$ cat src/common/tcc_defines.svh
// Register offsets, field positions and reset values for the timer compare channel control block.
`ifndef TCC_DEFINES_SVH
`define TCC_DEFINES_SVH

// ****************************************************************
// Register indices; the byte address on the bus is four times the index.
// ****************************************************************
`define TCC_IDX_MODE_SEL     6'h00
`define TCC_IDX_FORCE        6'h01
`define TCC_IDX_OVR_MASK     6'h02
`define TCC_IDX_OVR_DATA     6'h03
`define TCC_IDX_OVF_TOGGLE   6'h07
`define TCC_IDX_PIN_ACTION   6'h08
`define TCC_IDX_CH5_HIGH     6'h1a
`define TCC_IDX_CH5_LOW      6'h1b
`define TCC_IDX_CH6_HIGH     6'h1c
`define TCC_IDX_CH6_LOW      6'h1d
`define TCC_IDX_CH7_HIGH     6'h1e
`define TCC_IDX_CH7_LOW      6'h1f
`define TCC_IDX_PA_CONTROL   6'h20
`define TCC_IDX_PA_FLAGS     6'h21
`define TCC_IDX_PA_CNT_HIGH  6'h22
`define TCC_IDX_PA_CNT_LOW   6'h23
`define TCC_IDX_TIMER_TEST   6'h2d
`define TCC_IDX_INT_STATUS   6'h30
`define TCC_IDX_INT_MASK     6'h31

// ****************************************************************
// Field layout and reset values.
// ****************************************************************
`define TCC_CH_HI            7
`define TCC_CH_LO            4
`define TCC_CH7              3
`define TCC_NIB_RST          4'h0
`define TCC_BYTE_RST         8'h00
`define TCC_WORD_RST         32'h0000_0000
`define TCC_ACT_NONE         2'h0
`define TCC_ACT_TOGGLE       2'h1
`define TCC_ACT_CLEAR        2'h2
`define TCC_ACT_SET          2'h3

`endif

$ cat src/common/tcc_pkg.sv
// Types shared by the timer compare channel control block.
package tcc_pkg;

  // Whole register state of the control block, held in one flop bank.
  typedef struct packed {
    logic [3:0]  sel;        // Capture (0) or compare (1) per channel.
    logic [3:0]  mask;       // Channel 7 override mask.
    logic [3:0]  data;       // Channel 7 override data.
    logic [3:0]  tov;        // Toggle on overflow enables.
    logic [7:0]  pinact;     // Mode and level pairs per channel.
    logic [3:0]  ists;       // Sticky compare flags.
    logic [3:0]  imsk;       // Interrupt enables.
    logic [3:0]  force_pls;  // One-cycle forced action pulses.
    logic [3:0]  pin;        // Port data driven onto the pins.
    logic [3:0]  oe;         // Port direction, high drives.
    logic        irq;        // Interrupt level.
    logic        pready;     // APB ready.
    logic        pslverr;    // APB error.
    logic [31:0] prdata;     // APB read data.
  } tcc_state_t;

  typedef logic [7:0] tcc_addr_t;

endpackage

$ cat src/core/tcc_channel_ctrl.sv
// Channel mode, forced compare and channel 7 override control with an APB register slave.
//
// Contract
// - Select bit 0 makes a channel capture, 1 makes it compare.
// - Reads of the force register always return zero.
// - Writing a force bit as one performs that channel's compare pin action.
// - A forced action equals a real match but sets no interrupt flag.
// - Force and real match together: forced action wins, flag stays clear.
// - A channel 7 compare overrides simultaneous channel 6 to 4 actions on masked channels.
// - A set mask bit makes the pin an output only in compare mode.
// - On channel 7 compare, masked compare channels copy their override data bit.
// - Select, mask and data registers are readable and writable anytime.
// - Mode and level actions drive a pin only while its mask bit clears.
// - Overflow toggle beats forced action but yields to channel 7 override.
//
// Register map: one field per 32-bit word; the byte address is four times the index.
// Index 0x00 selects capture or compare per channel in bits 7:4.
// Index 0x01 forces compare actions; it is write only and always reads zero.
// Index 0x02 holds the channel 7 override mask in bits 7:4.
// Index 0x03 holds the channel 7 override data in bits 7:4.
// Index 0x07 enables the overflow toggle per channel in bits 7:4.
// Index 0x08 holds a mode and level pair per channel, channel 4 in bits 1:0.
// Index 0x30 holds the sticky match flags in bits 7:4; writing a one clears a flag.
// Index 0x31 enables the interrupt per flag in bits 7:4.
// Every other index answers with an error and ignores writes, since the counter,
// capture and pulse accumulator words belong to neighbouring blocks.
// A transfer is answered in its first access cycle, so the bus never waits.
// A force write lands at the edge that ends its access; the action pulse stands
// in the next cycle and the pin moves at the edge after that, which keeps the
// force path identical to a counter match and avoids a second pin update path.
// A hardware flag set wins over a software clear in the same cycle, so no
// match can be lost to a clear that raced it.
//
// Decided for this implementation: register access over APB.
`timescale 1ns/1ns
`default_nettype none
`include "tcc_defines.svh"

module tcc_channel_ctrl (
  input  wire logic             core_clk,   // Bus clock, 125 MHz.
  input  wire logic             rst,        // Synchronous reset, active high.
  input  wire logic             psel,       // APB select.
  input  wire logic             penable,    // APB enable.
  input  wire logic             pwrite,     // APB direction, high writes.
  input  wire tcc_pkg::tcc_addr_t paddr,    // APB byte address.
  input  wire logic [31:0]      pwdata,     // APB write data.
  output logic [31:0]           prdata,     // APB read data.
  output logic                  pready,     // APB ready.
  output logic                  pslverr,    // APB error on unmapped address.
  input  wire logic [3:0]       cmp_match,  // Counter match pulse per channel 4..7.
  input  wire logic             cnt_ovf,    // Counter overflow pulse.
  output logic [3:0]            pin_out,    // Port data for channels 4..7.
  output logic [3:0]            pin_oe,     // Port output enable for channels 4..7.
  output logic                  irq         // Level interrupt.
);
  import tcc_pkg::*;

  // ****************************************************************
  // State.
  // ****************************************************************
  tcc_state_t s_r;
  tcc_state_t s_nxt;

  logic       setup;
  logic       wr_acc;
  logic [5:0] idx;
  logic       hit;
  logic [7:0] rd_byte;
  logic [3:0] ev;
  logic       ev7;
  logic [3:0] ists_set;
  logic [3:0] ists_clr;
  logic [1:0] act;

  // Bus phase decode; the access is answered in its first access cycle.
  assign setup  = psel & ~penable;
  assign wr_acc = psel & penable & s_r.pready & pwrite;
  assign idx    = paddr[7:2];

  // Register read multiplexer; unmapped indices flag an error.
  always_comb begin
    hit     = 1'b1;
    rd_byte = `TCC_BYTE_RST;
    case (idx)
      `TCC_IDX_MODE_SEL: begin
        rd_byte = {s_r.sel, `TCC_NIB_RST};
      end
      `TCC_IDX_FORCE: begin
        rd_byte = `TCC_BYTE_RST;
      end
      `TCC_IDX_OVR_MASK: begin
        rd_byte = {s_r.mask, `TCC_NIB_RST};
      end
      `TCC_IDX_OVR_DATA: begin
        rd_byte = {s_r.data, `TCC_NIB_RST};
      end
      `TCC_IDX_OVF_TOGGLE: begin
        rd_byte = {s_r.tov, `TCC_NIB_RST};
      end
      `TCC_IDX_PIN_ACTION: begin
        rd_byte = s_r.pinact;
      end
      `TCC_IDX_INT_STATUS: begin
        rd_byte = {s_r.ists, `TCC_NIB_RST};
      end
      `TCC_IDX_INT_MASK: begin
        rd_byte = {s_r.imsk, `TCC_NIB_RST};
      end
      default: begin
        hit = 1'b0;
      end
    endcase
  end

  // ****************************************************************
  // Compare events.
  // ****************************************************************
  // A forced pulse counts as a match in compare mode only, so capture channels ignore it.
  assign ev  = (cmp_match | s_r.force_pls) & s_r.sel;
  assign ev7 = ev[`TCC_CH7];

  // Real matches flag only where no forced pulse coincides, so force keeps the flag clear.
  assign ists_set = cmp_match & s_r.sel & ~s_r.force_pls;
  assign ists_clr = (wr_acc && idx == `TCC_IDX_INT_STATUS) ? pwdata[`TCC_CH_HI:`TCC_CH_LO] : 4'h0;

  // ****************************************************************
  // Next state.
  // ****************************************************************
  always_comb begin
    s_nxt           = s_r;
    act             = `TCC_ACT_NONE;
    s_nxt.force_pls = 4'h0;
    // Ready rises with the setup cycle and so stands for exactly the first access cycle.
    s_nxt.pready    = setup;
    if (setup) begin
      s_nxt.pslverr = ~hit;
      s_nxt.prdata  = pwrite ? `TCC_WORD_RST : {24'h00_0000, rd_byte};
    end
    // Register writes take effect at the edge where the access completes.
    if (wr_acc) begin
      case (idx)
        `TCC_IDX_MODE_SEL: begin
          s_nxt.sel = pwdata[`TCC_CH_HI:`TCC_CH_LO];
        end
        `TCC_IDX_FORCE: begin
          s_nxt.force_pls = pwdata[`TCC_CH_HI:`TCC_CH_LO];
        end
        `TCC_IDX_OVR_MASK: begin
          s_nxt.mask = pwdata[`TCC_CH_HI:`TCC_CH_LO];
        end
        `TCC_IDX_OVR_DATA: begin
          s_nxt.data = pwdata[`TCC_CH_HI:`TCC_CH_LO];
        end
        `TCC_IDX_OVF_TOGGLE: begin
          s_nxt.tov = pwdata[`TCC_CH_HI:`TCC_CH_LO];
        end
        `TCC_IDX_PIN_ACTION: begin
          s_nxt.pinact = pwdata[7:0];
        end
        `TCC_IDX_INT_MASK: begin
          s_nxt.imsk = pwdata[`TCC_CH_HI:`TCC_CH_LO];
        end
        default: begin
          s_nxt.imsk = s_r.imsk;
        end
      endcase
    end
    // A hardware set in the same cycle as a software clear keeps the flag.
    s_nxt.ists = (s_r.ists & ~ists_clr) | ists_set;
    s_nxt.irq  = |(s_nxt.ists & s_nxt.imsk);
    // Per-channel pin logic, in falling priority: override, overflow toggle, own action.
    for (int n = 0; n < 4; n++) begin
      act        = s_r.pinact[2*n+:2];
      s_nxt.oe[n] = s_r.sel[n] & (s_r.mask[n] | (|act));
      if (ev7 && s_r.mask[n] && s_r.sel[n]) begin
        s_nxt.pin[n] = s_r.data[n];
      end else if (cnt_ovf && s_r.tov[n] && s_r.sel[n]) begin
        s_nxt.pin[n] = ~s_r.pin[n];
      end else if (ev[n] && !s_r.mask[n]) begin
        case (act)
          `TCC_ACT_TOGGLE: begin
            s_nxt.pin[n] = ~s_r.pin[n];
          end
          `TCC_ACT_CLEAR: begin
            s_nxt.pin[n] = 1'b0;
          end
          `TCC_ACT_SET: begin
            s_nxt.pin[n] = 1'b1;
          end
          default: begin
            s_nxt.pin[n] = s_r.pin[n];
          end
        endcase
      end
    end
  end

  // ****************************************************************
  // State register.
  // ****************************************************************
  // All control state clears on reset so pins start as inputs at low.
  always_ff @(posedge core_clk) begin
    if (rst) begin
      s_r <= '0;
    end else begin
      s_r <= s_nxt;
    end
  end

  // Outputs come straight from the state flops.
  assign prdata  = s_r.prdata;
  assign pready  = s_r.pready;
  assign pslverr = s_r.pslverr;
  assign pin_out = s_r.pin;
  assign pin_oe  = s_r.oe;
  assign irq     = s_r.irq;

  // ****************************************************************
  // Checks.
  // ****************************************************************
  // A read of the force register answers zero.
  force_read_zero_a : assert property (
    @(posedge core_clk) disable iff (rst)
    (setup && !pwrite && idx == `TCC_IDX_FORCE) |=> (pready && prdata == `TCC_WORD_RST))
    else $error("Force register read returned nonzero data.");

  // A completed force write produces its pulse on the next cycle.
  force_write_pulse_a : assert property (
    @(posedge core_clk) disable iff (rst)
    (wr_acc && idx == `TCC_IDX_FORCE) |=> (s_r.force_pls == $past(pwdata[`TCC_CH_HI:`TCC_CH_LO])))
    else $error("Force write did not produce the written pulse.");

  // A force pulse never stands for two cycles.
  force_single_a : assert property (
    @(posedge core_clk) disable iff (rst)
    (s_r.force_pls != 4'h0) |=> (s_r.force_pls == 4'h0))
    else $error("Force pulse lasted more than one cycle.");

  // A forced channel never raises its flag, even with a real match beside it.
  force_no_flag_a : assert property (
    @(posedge core_clk) disable iff (rst)
    (|(s_r.force_pls & ~s_r.ists)) |=> ((s_r.ists & $past(s_r.force_pls & ~s_r.ists)) == 4'h0))
    else $error("Forced compare set an interrupt flag.");

  // A real unforced match in compare mode raises its flag next cycle.
  match_flag_a : assert property (
    @(posedge core_clk) disable iff (rst)
    (|ists_set) |=> ((s_r.ists & $past(ists_set)) == $past(ists_set)))
    else $error("Real compare match did not set its flag.");

  // Capture channels never drive their pins.
  capture_no_drive_a : assert property (
    @(posedge core_clk) disable iff (rst)
    1'b1 |=> ((pin_oe & ~$past(s_r.sel)) == 4'h0))
    else $error("Capture channel drove its pin.");

  // A masked compare channel is always an output.
  mask_drives_a : assert property (
    @(posedge core_clk) disable iff (rst)
    1'b1 |=> (($past(s_r.sel & s_r.mask) & ~pin_oe) == 4'h0))
    else $error("Masked compare channel was not an output.");

  // A channel 7 event copies override data into every masked compare channel.
  ch7_override_a : assert property (
    @(posedge core_clk) disable iff (rst)
    ev7 |=> (((pin_out ^ $past(s_r.data)) & $past(s_r.sel & s_r.mask)) == 4'h0))
    else $error("Channel 7 override data was not copied.");

  // Without a channel 7 event or overflow, masked pins hold their level.
  mask_blocks_a : assert property (
    @(posedge core_clk) disable iff (rst)
    (!ev7 && !cnt_ovf) |=> (((pin_out ^ $past(pin_out)) & $past(s_r.mask)) == 4'h0))
    else $error("Own action drove a masked pin.");

  // Overflow toggle wins over a forced action when no override applies.
  ovf_toggle_a : assert property (
    @(posedge core_clk) disable iff (rst)
    (cnt_ovf && !ev7) |=>
      (((pin_out ^ ~$past(pin_out)) & $past(s_r.tov & s_r.sel)) == 4'h0))
    else $error("Overflow toggle did not take precedence.");

  // A write to the mask register takes effect at once.
  mask_write_a : assert property (
    @(posedge core_clk) disable iff (rst)
    (wr_acc && idx == `TCC_IDX_OVR_MASK) |=> (s_r.mask == $past(pwdata[`TCC_CH_HI:`TCC_CH_LO])))
    else $error("Mask register write was lost.");

  // The interrupt follows the unmasked flags within one cycle.
  irq_level_a : assert property (
    @(posedge core_clk) disable iff (rst)
    1'b1 |=> (irq == |(s_r.ists & s_r.imsk)))
    else $error("Interrupt level disagrees with flags.");

  // ****************************************************************
  // Bus and register checks.
  // ****************************************************************
  // Ready stands for one cycle only, so a master never takes a stale answer twice.
  ready_pulse_a : assert property (
    @(posedge core_clk) disable iff (rst)
    pready |=> !pready)
    else $error("Ready stood for more than one cycle.");

  // A write answers with zero read data.
  write_rdata_zero_a : assert property (
    @(posedge core_clk) disable iff (rst)
    (setup && pwrite) |=> (pready && prdata == `TCC_WORD_RST))
    else $error("Write returned nonzero read data.");

  // An unmapped index is answered with an error in its access cycle.
  unmapped_err_a : assert property (
    @(posedge core_clk) disable iff (rst)
    (setup && !hit) |=> (pready && pslverr))
    else $error("Unmapped access was not flagged.");

  // A write to an unmapped index leaves the select, mask, data and interrupt enable registers alone.
  unmapped_no_write_a : assert property (
    @(posedge core_clk) disable iff (rst)
    (wr_acc && !hit) |=> (s_r.sel == $past(s_r.sel) && s_r.mask == $past(s_r.mask)
      && s_r.data == $past(s_r.data) && s_r.imsk == $past(s_r.imsk)))
    else $error("Unmapped write changed a register.");

  // A write to the select register takes effect at once.
  sel_write_a : assert property (
    @(posedge core_clk) disable iff (rst)
    (wr_acc && idx == `TCC_IDX_MODE_SEL) |=> (s_r.sel == $past(pwdata[`TCC_CH_HI:`TCC_CH_LO])))
    else $error("Select register write was lost.");

  // A write to the override data register takes effect at once.
  data_write_a : assert property (
    @(posedge core_clk) disable iff (rst)
    (wr_acc && idx == `TCC_IDX_OVR_DATA) |=> (s_r.data == $past(pwdata[`TCC_CH_HI:`TCC_CH_LO])))
    else $error("Override data register write was lost.");

  // A written one clears its flag unless a match sets it in the same cycle.
  status_clear_a : assert property (
    @(posedge core_clk) disable iff (rst)
    (wr_acc && idx == `TCC_IDX_INT_STATUS) |=>
      ((s_r.ists & $past(pwdata[`TCC_CH_HI:`TCC_CH_LO] & ~ists_set)) == 4'h0))
    else $error("Flag survived a clear without a new match.");

  // A new unmasked flag raises the interrupt at the edge that sets it.
  irq_rise_a : assert property (
    @(posedge core_clk) disable iff (rst)
    (|(ists_set & s_r.imsk) && !(wr_acc && idx == `TCC_IDX_INT_MASK)) |=>
      irq)
    else $error("Unmasked flag did not raise the interrupt.");

  // ****************************************************************
  // Pin checks.
  // ****************************************************************
  // A capture channel's port data never moves, whatever events arrive.
  capture_pin_hold_a : assert property (
    @(posedge core_clk) disable iff (rst)
    1'b1 |=> (((pin_out ^ $past(pin_out)) & ~$past(s_r.sel)) == 4'h0))
    else $error("Capture channel pin moved.");

  // Per channel, an own action lands when neither override nor overflow toggle outranks it.
  // The mask must be clear for the own action to reach the pin at all.
  for (genvar g = 0; g < 4; g++) begin : g_own
    own_set_a : assert property (
      @(posedge core_clk) disable iff (rst)
      (ev[g] && !s_r.mask[g] && !(cnt_ovf && s_r.tov[g]) && s_r.pinact[2*g+:2] == `TCC_ACT_SET) |=> pin_out[g])
      else $error("Set action did not raise its pin.");
    own_clear_a : assert property (
      @(posedge core_clk) disable iff (rst)
      (ev[g] && !s_r.mask[g] && !(cnt_ovf && s_r.tov[g]) && s_r.pinact[2*g+:2] == `TCC_ACT_CLEAR) |=> !pin_out[g])
      else $error("Clear action did not lower its pin.");
    own_toggle_a : assert property (
      @(posedge core_clk) disable iff (rst)
      (ev[g] && !s_r.mask[g] && !(cnt_ovf && s_r.tov[g]) && s_r.pinact[2*g+:2] == `TCC_ACT_TOGGLE) |=>
        (pin_out[g] != $past(pin_out[g])))
      else $error("Toggle action did not flip its pin.");
  end

endmodule

`default_nettype wire

$ cat config.mk
export PLATFORM = sky130hd
export DESIGN_NAME = tcc_channel_ctrl
export DESIGN_NICKNAME = d
export VERILOG_FILES = /design/src/common/tcc_pkg.sv /design/src/core/tcc_channel_ctrl.sv
export VERILOG_INCLUDE_DIRS = /design/src /design/src/common
export SDC_FILE = /design/constraint.sdc
export NUM_CORES = 1
export LEC_CHECK = 0
export BUFFER_PORTS_ARGS = -buffer_cell sky130_fd_sc_hd__buf_2
export CAP_MARGIN = 20
export CORE_MARGIN = 1.5
export CORE_UTILIZATION = 42
export CTS_CLUSTER_DIAMETER = 60
export CTS_CLUSTER_SIZE = 14
export DETAILED_ROUTE_END_ITERATION = 16
export PLACE_DENSITY = 0.66
export SETUP_SLACK_MARGIN = 0.02
export SYNTH_ARGS = -nofsm -noshare
export SYNTH_HDL_FRONTEND = slang
export SYNTH_SLANG_ARGS = --single-unit
export TNS_END_PERCENT = 50
$ cat constraint.sdc
create_clock -name core_clk -period 3.2 [get_ports core_clk]
set_clock_uncertainty 0.15 [all_clocks]
set_input_delay 0.32 -clock core_clk [delete_from_list [all_inputs] [get_ports core_clk]]
set_output_delay 0.32 -clock core_clk [all_outputs]
set_load 0.02 [all_outputs]
==> metrics <==
run status=finished, violations left; failing checks=design-rule violations; final routed DRC violation total=5; syn_area_per_cell=8.816 sq um; initial antenna violation count=0; final hold viol count=0; Leak=1.249 nW; kind of critical path=input pin to flop; hold_buf cts=0; Setup TNS=0 ns; ys flop type=dfxtp_1; nets=398; CTS tree=built; pre-CTS setup slack=between 0.6 and 0.7 ns; Post-synth EDFFs=0; RePlAce Congestion=0.8608; cells on worst reg2reg path=5; critical path arrival=~2.3 ns; DR WL/cell=15.64 um; Total GRT Usage=between 10% and 20%; fin crit share=70.98%; Via density=between 5 and 6; WHS Path Cells=3; peak supply drop=0.2431 mV; area grow syn2layout=6.157%; num rows=29; CORE AREA=about 0.0065 sq mm; worst reg2reg setup slack=between 1 and 1.5 ns; Starting Density=44.36%; post-CTS setup buffers=0; Final WS setup=0.9285 ns; Worst setup startpoint=paddr[3]; final wirelength=6.631 mm; Max H-tree Level=2; Post-CTS Resized=0; worst flop-to-flop path endpoint=irq$_SDFF_PP0_; vias in the first global route=about 2.2k; fin crit period=2.272 ns; fmax=440.2 MHz; final setup violation count=0; CP max FO=13; post-synthesis sequential area ratio=38.43%; Multi-input gate area=0.001468 sq mm; synthesized instance count=325; 1st-pass router iterations=11; initial drt markers=between 100 and 150; Critical Path End=s_r[60]$_SDFFE_PP0P_; max_cap viols=0; Slew HR=a little over half; Pwr Density=415.0 mW/mm^2; Overflow after GRT=0; clk_lat worst skew=0.31 ns; Crit Reg-Reg Startpoint=pready$_SDFF_PP0_; asr flop ratio synth=0%; Worst Tran Pin Value=0.6778 ns; via count=2373; Worst-path clk slew=0.09 ns; CTS Buffer Depth=2; layout cells sized above 1=between 10% and 20%; full die area=between 0.007 and 0.008 sq mm; number of routed nets with antenna violations=0; Num Clock Sinks=between 50 and 60; Hold Crit Class=input pin to flop; die height=85.60 um; Die Span X=85.60 um; Final Slew Violations=0; Mapped Area=approximately 0.0029 sq mm; Clock Root Buffer=clkbuf_8; Required @ worst endpoint=3.24 ns; number of placed I/O pins=93; port bufs=42; Worst Setup End Kind=flop; hpwl dp=roughly 4.9 mm; ant diodes=0; Fill cells=668; Cell variety after synth=52; Sequential Area=about 0.0011 sq mm; Ys Warns=0; largest net degree at the start of global routing=29; crit path launch type=input pin; #FFs+latches synth=between 50 and 60; RSZ-0062 raised after global routing=false; Inserted Clock Buffers=5; global-route wire length before repair=10.85 mm
[cells in the final DEF, fill, tap and decap left out, types with 2 or more instances in the layout]
cell and count:
nand3b_1 2, nand3_1 17, o22ai_1 3, o2bb2ai_1 4, buf_2 42, dfxtp_1 55, a222oi_1 4, a21o_1 7
o311a_1 2, a22oi_1 8, nor3b_1 2, ha_1 2, a21oi_1 11, or3_1 2, clkbuf_8 6, buf_4 3
a31oi_1 2, xnor2_1 2, a311oi_1 2, nand2_1 22, o21a_1 7, nor3_1 2, and2_1 5, and3_1 5
conb_1 24, o311ai_0 2, inv_1 7, mux2i_1 25, o41ai_1 4, nand2b_1 4, o21ai_0 4, nor2_1 39
or3b_2 2
[how the worst min path moves through the flow]
stage	startpoint	to	slack, ns
floorplan	prdata[5]$_SDFFE_PP0P_	prdata[5]$_SDFFE_PP0P_	0.29
global route	pwdata[2]	s_r[57]$_SDFFE_PP0P_	0.10
finish	pwdata[1]	s_r[56]$_SDFFE_PP0P_	0.10
CTS	pwdata[1]	s_r[56]$_SDFFE_PP0P_	0.1
global placement	prdata[7]$_SDFFE_PP0P_	prdata[7]$_SDFFE_PP0P_	0.30
detailed placement	prdata[7]$_SDFFE_PP0P_	prdata[7]$_SDFFE_PP0P_	0.30
[layout make-up]
class	instances	share of cell area, %
tap	77	3.167
sequential	55	36.20
timing repair buffer	45	7.651
clock inverter	2	1.152
clock buffer	6	2.715
multi-input combinational	232	48.25
inverter	7	0.8638
[critical path, cell delays in order]
cell and delay (ns):
buf_2 0.20, or3_1 0.52, nor4b_4 0.63, nand2_2 0.35
mux2i_1 0.24, nor2_1 0.05
[through the flow]
stage | hold WS, ns | instances | cell area, sq um | util [%] | power (W)
floorplan | 0.2867 | 348 | 2952 | - | 0.0007814
global placement | 0.2959 | 416 | 2924 | 45.27 | 0.0007961
detailed placement | 0.2975 | 416 | 2924 | 45.27 | 0.0007963
CTS | 0.09604 | 424 | 3042 | 47.09 | 0.001272
global route | 0.1020 | 424 | 3042 | 47.09 | 0.001309
finish | 0.1038 | 424 | 3042 | 47.09 | 0.001262
[flip-flops by register name, indices dropped and copies added (netlist names)]
register / flops
prdata: 8
pslverr: 1
pready: 1
s_r: 34
irq: 1
pin_oe: 4
pin_out: 4
act: 2
[routing by layer]
metal	up-vias	global-route usage [%]	share of wire (%)
met5	-	0	0
met4	0	7.771	2.5
met3	15	3.369	6.0
met2	94	29.28	45
met1	1119	26.06	47
li1	1145	-	-
[synthesized netlist by cell type (all sizes together), types with 4 or more instances]
cell type,number,area [sq um]
mux2i,25,250.2
nand3,17,85.08
and3,5,31.28
a21oi,12,63.81
buf,43,314.1
a222oi,4,40.04
a22oi,8,60.06
nor3b,4,46.29
nand2,23,88.84
inv,7,26.28
o41ai,4,35.03
a21o,7,52.55
nor2,39,146.4
o2bb2ai,4,35.03
clkbuf,11,42.54
and2,5,31.28
o21a,7,52.55
o21ai,4,20.02
dfxtp,55,1101
nand2b,4,25.02
[logic make-up after synthesis]
family	after synthesis	synth area share, %
other cells	1	0.1309
xor+xnor	2	0.6115
compound gates	65	16.73
buf+inv	61	13.36
mux	25	8.734
simple gates	114	21.14
fa+ha+maj	2	0.8732
flops	55	38.43
[report_power, final]
part | switching [W] | internal, W
combinational | 0.0000741 | 0.0000216
clock | 0.000227 | 0.000254
sequential | 0.000000746 | 0.000685
No activity file was read; power rests on OpenSTA's default activity.
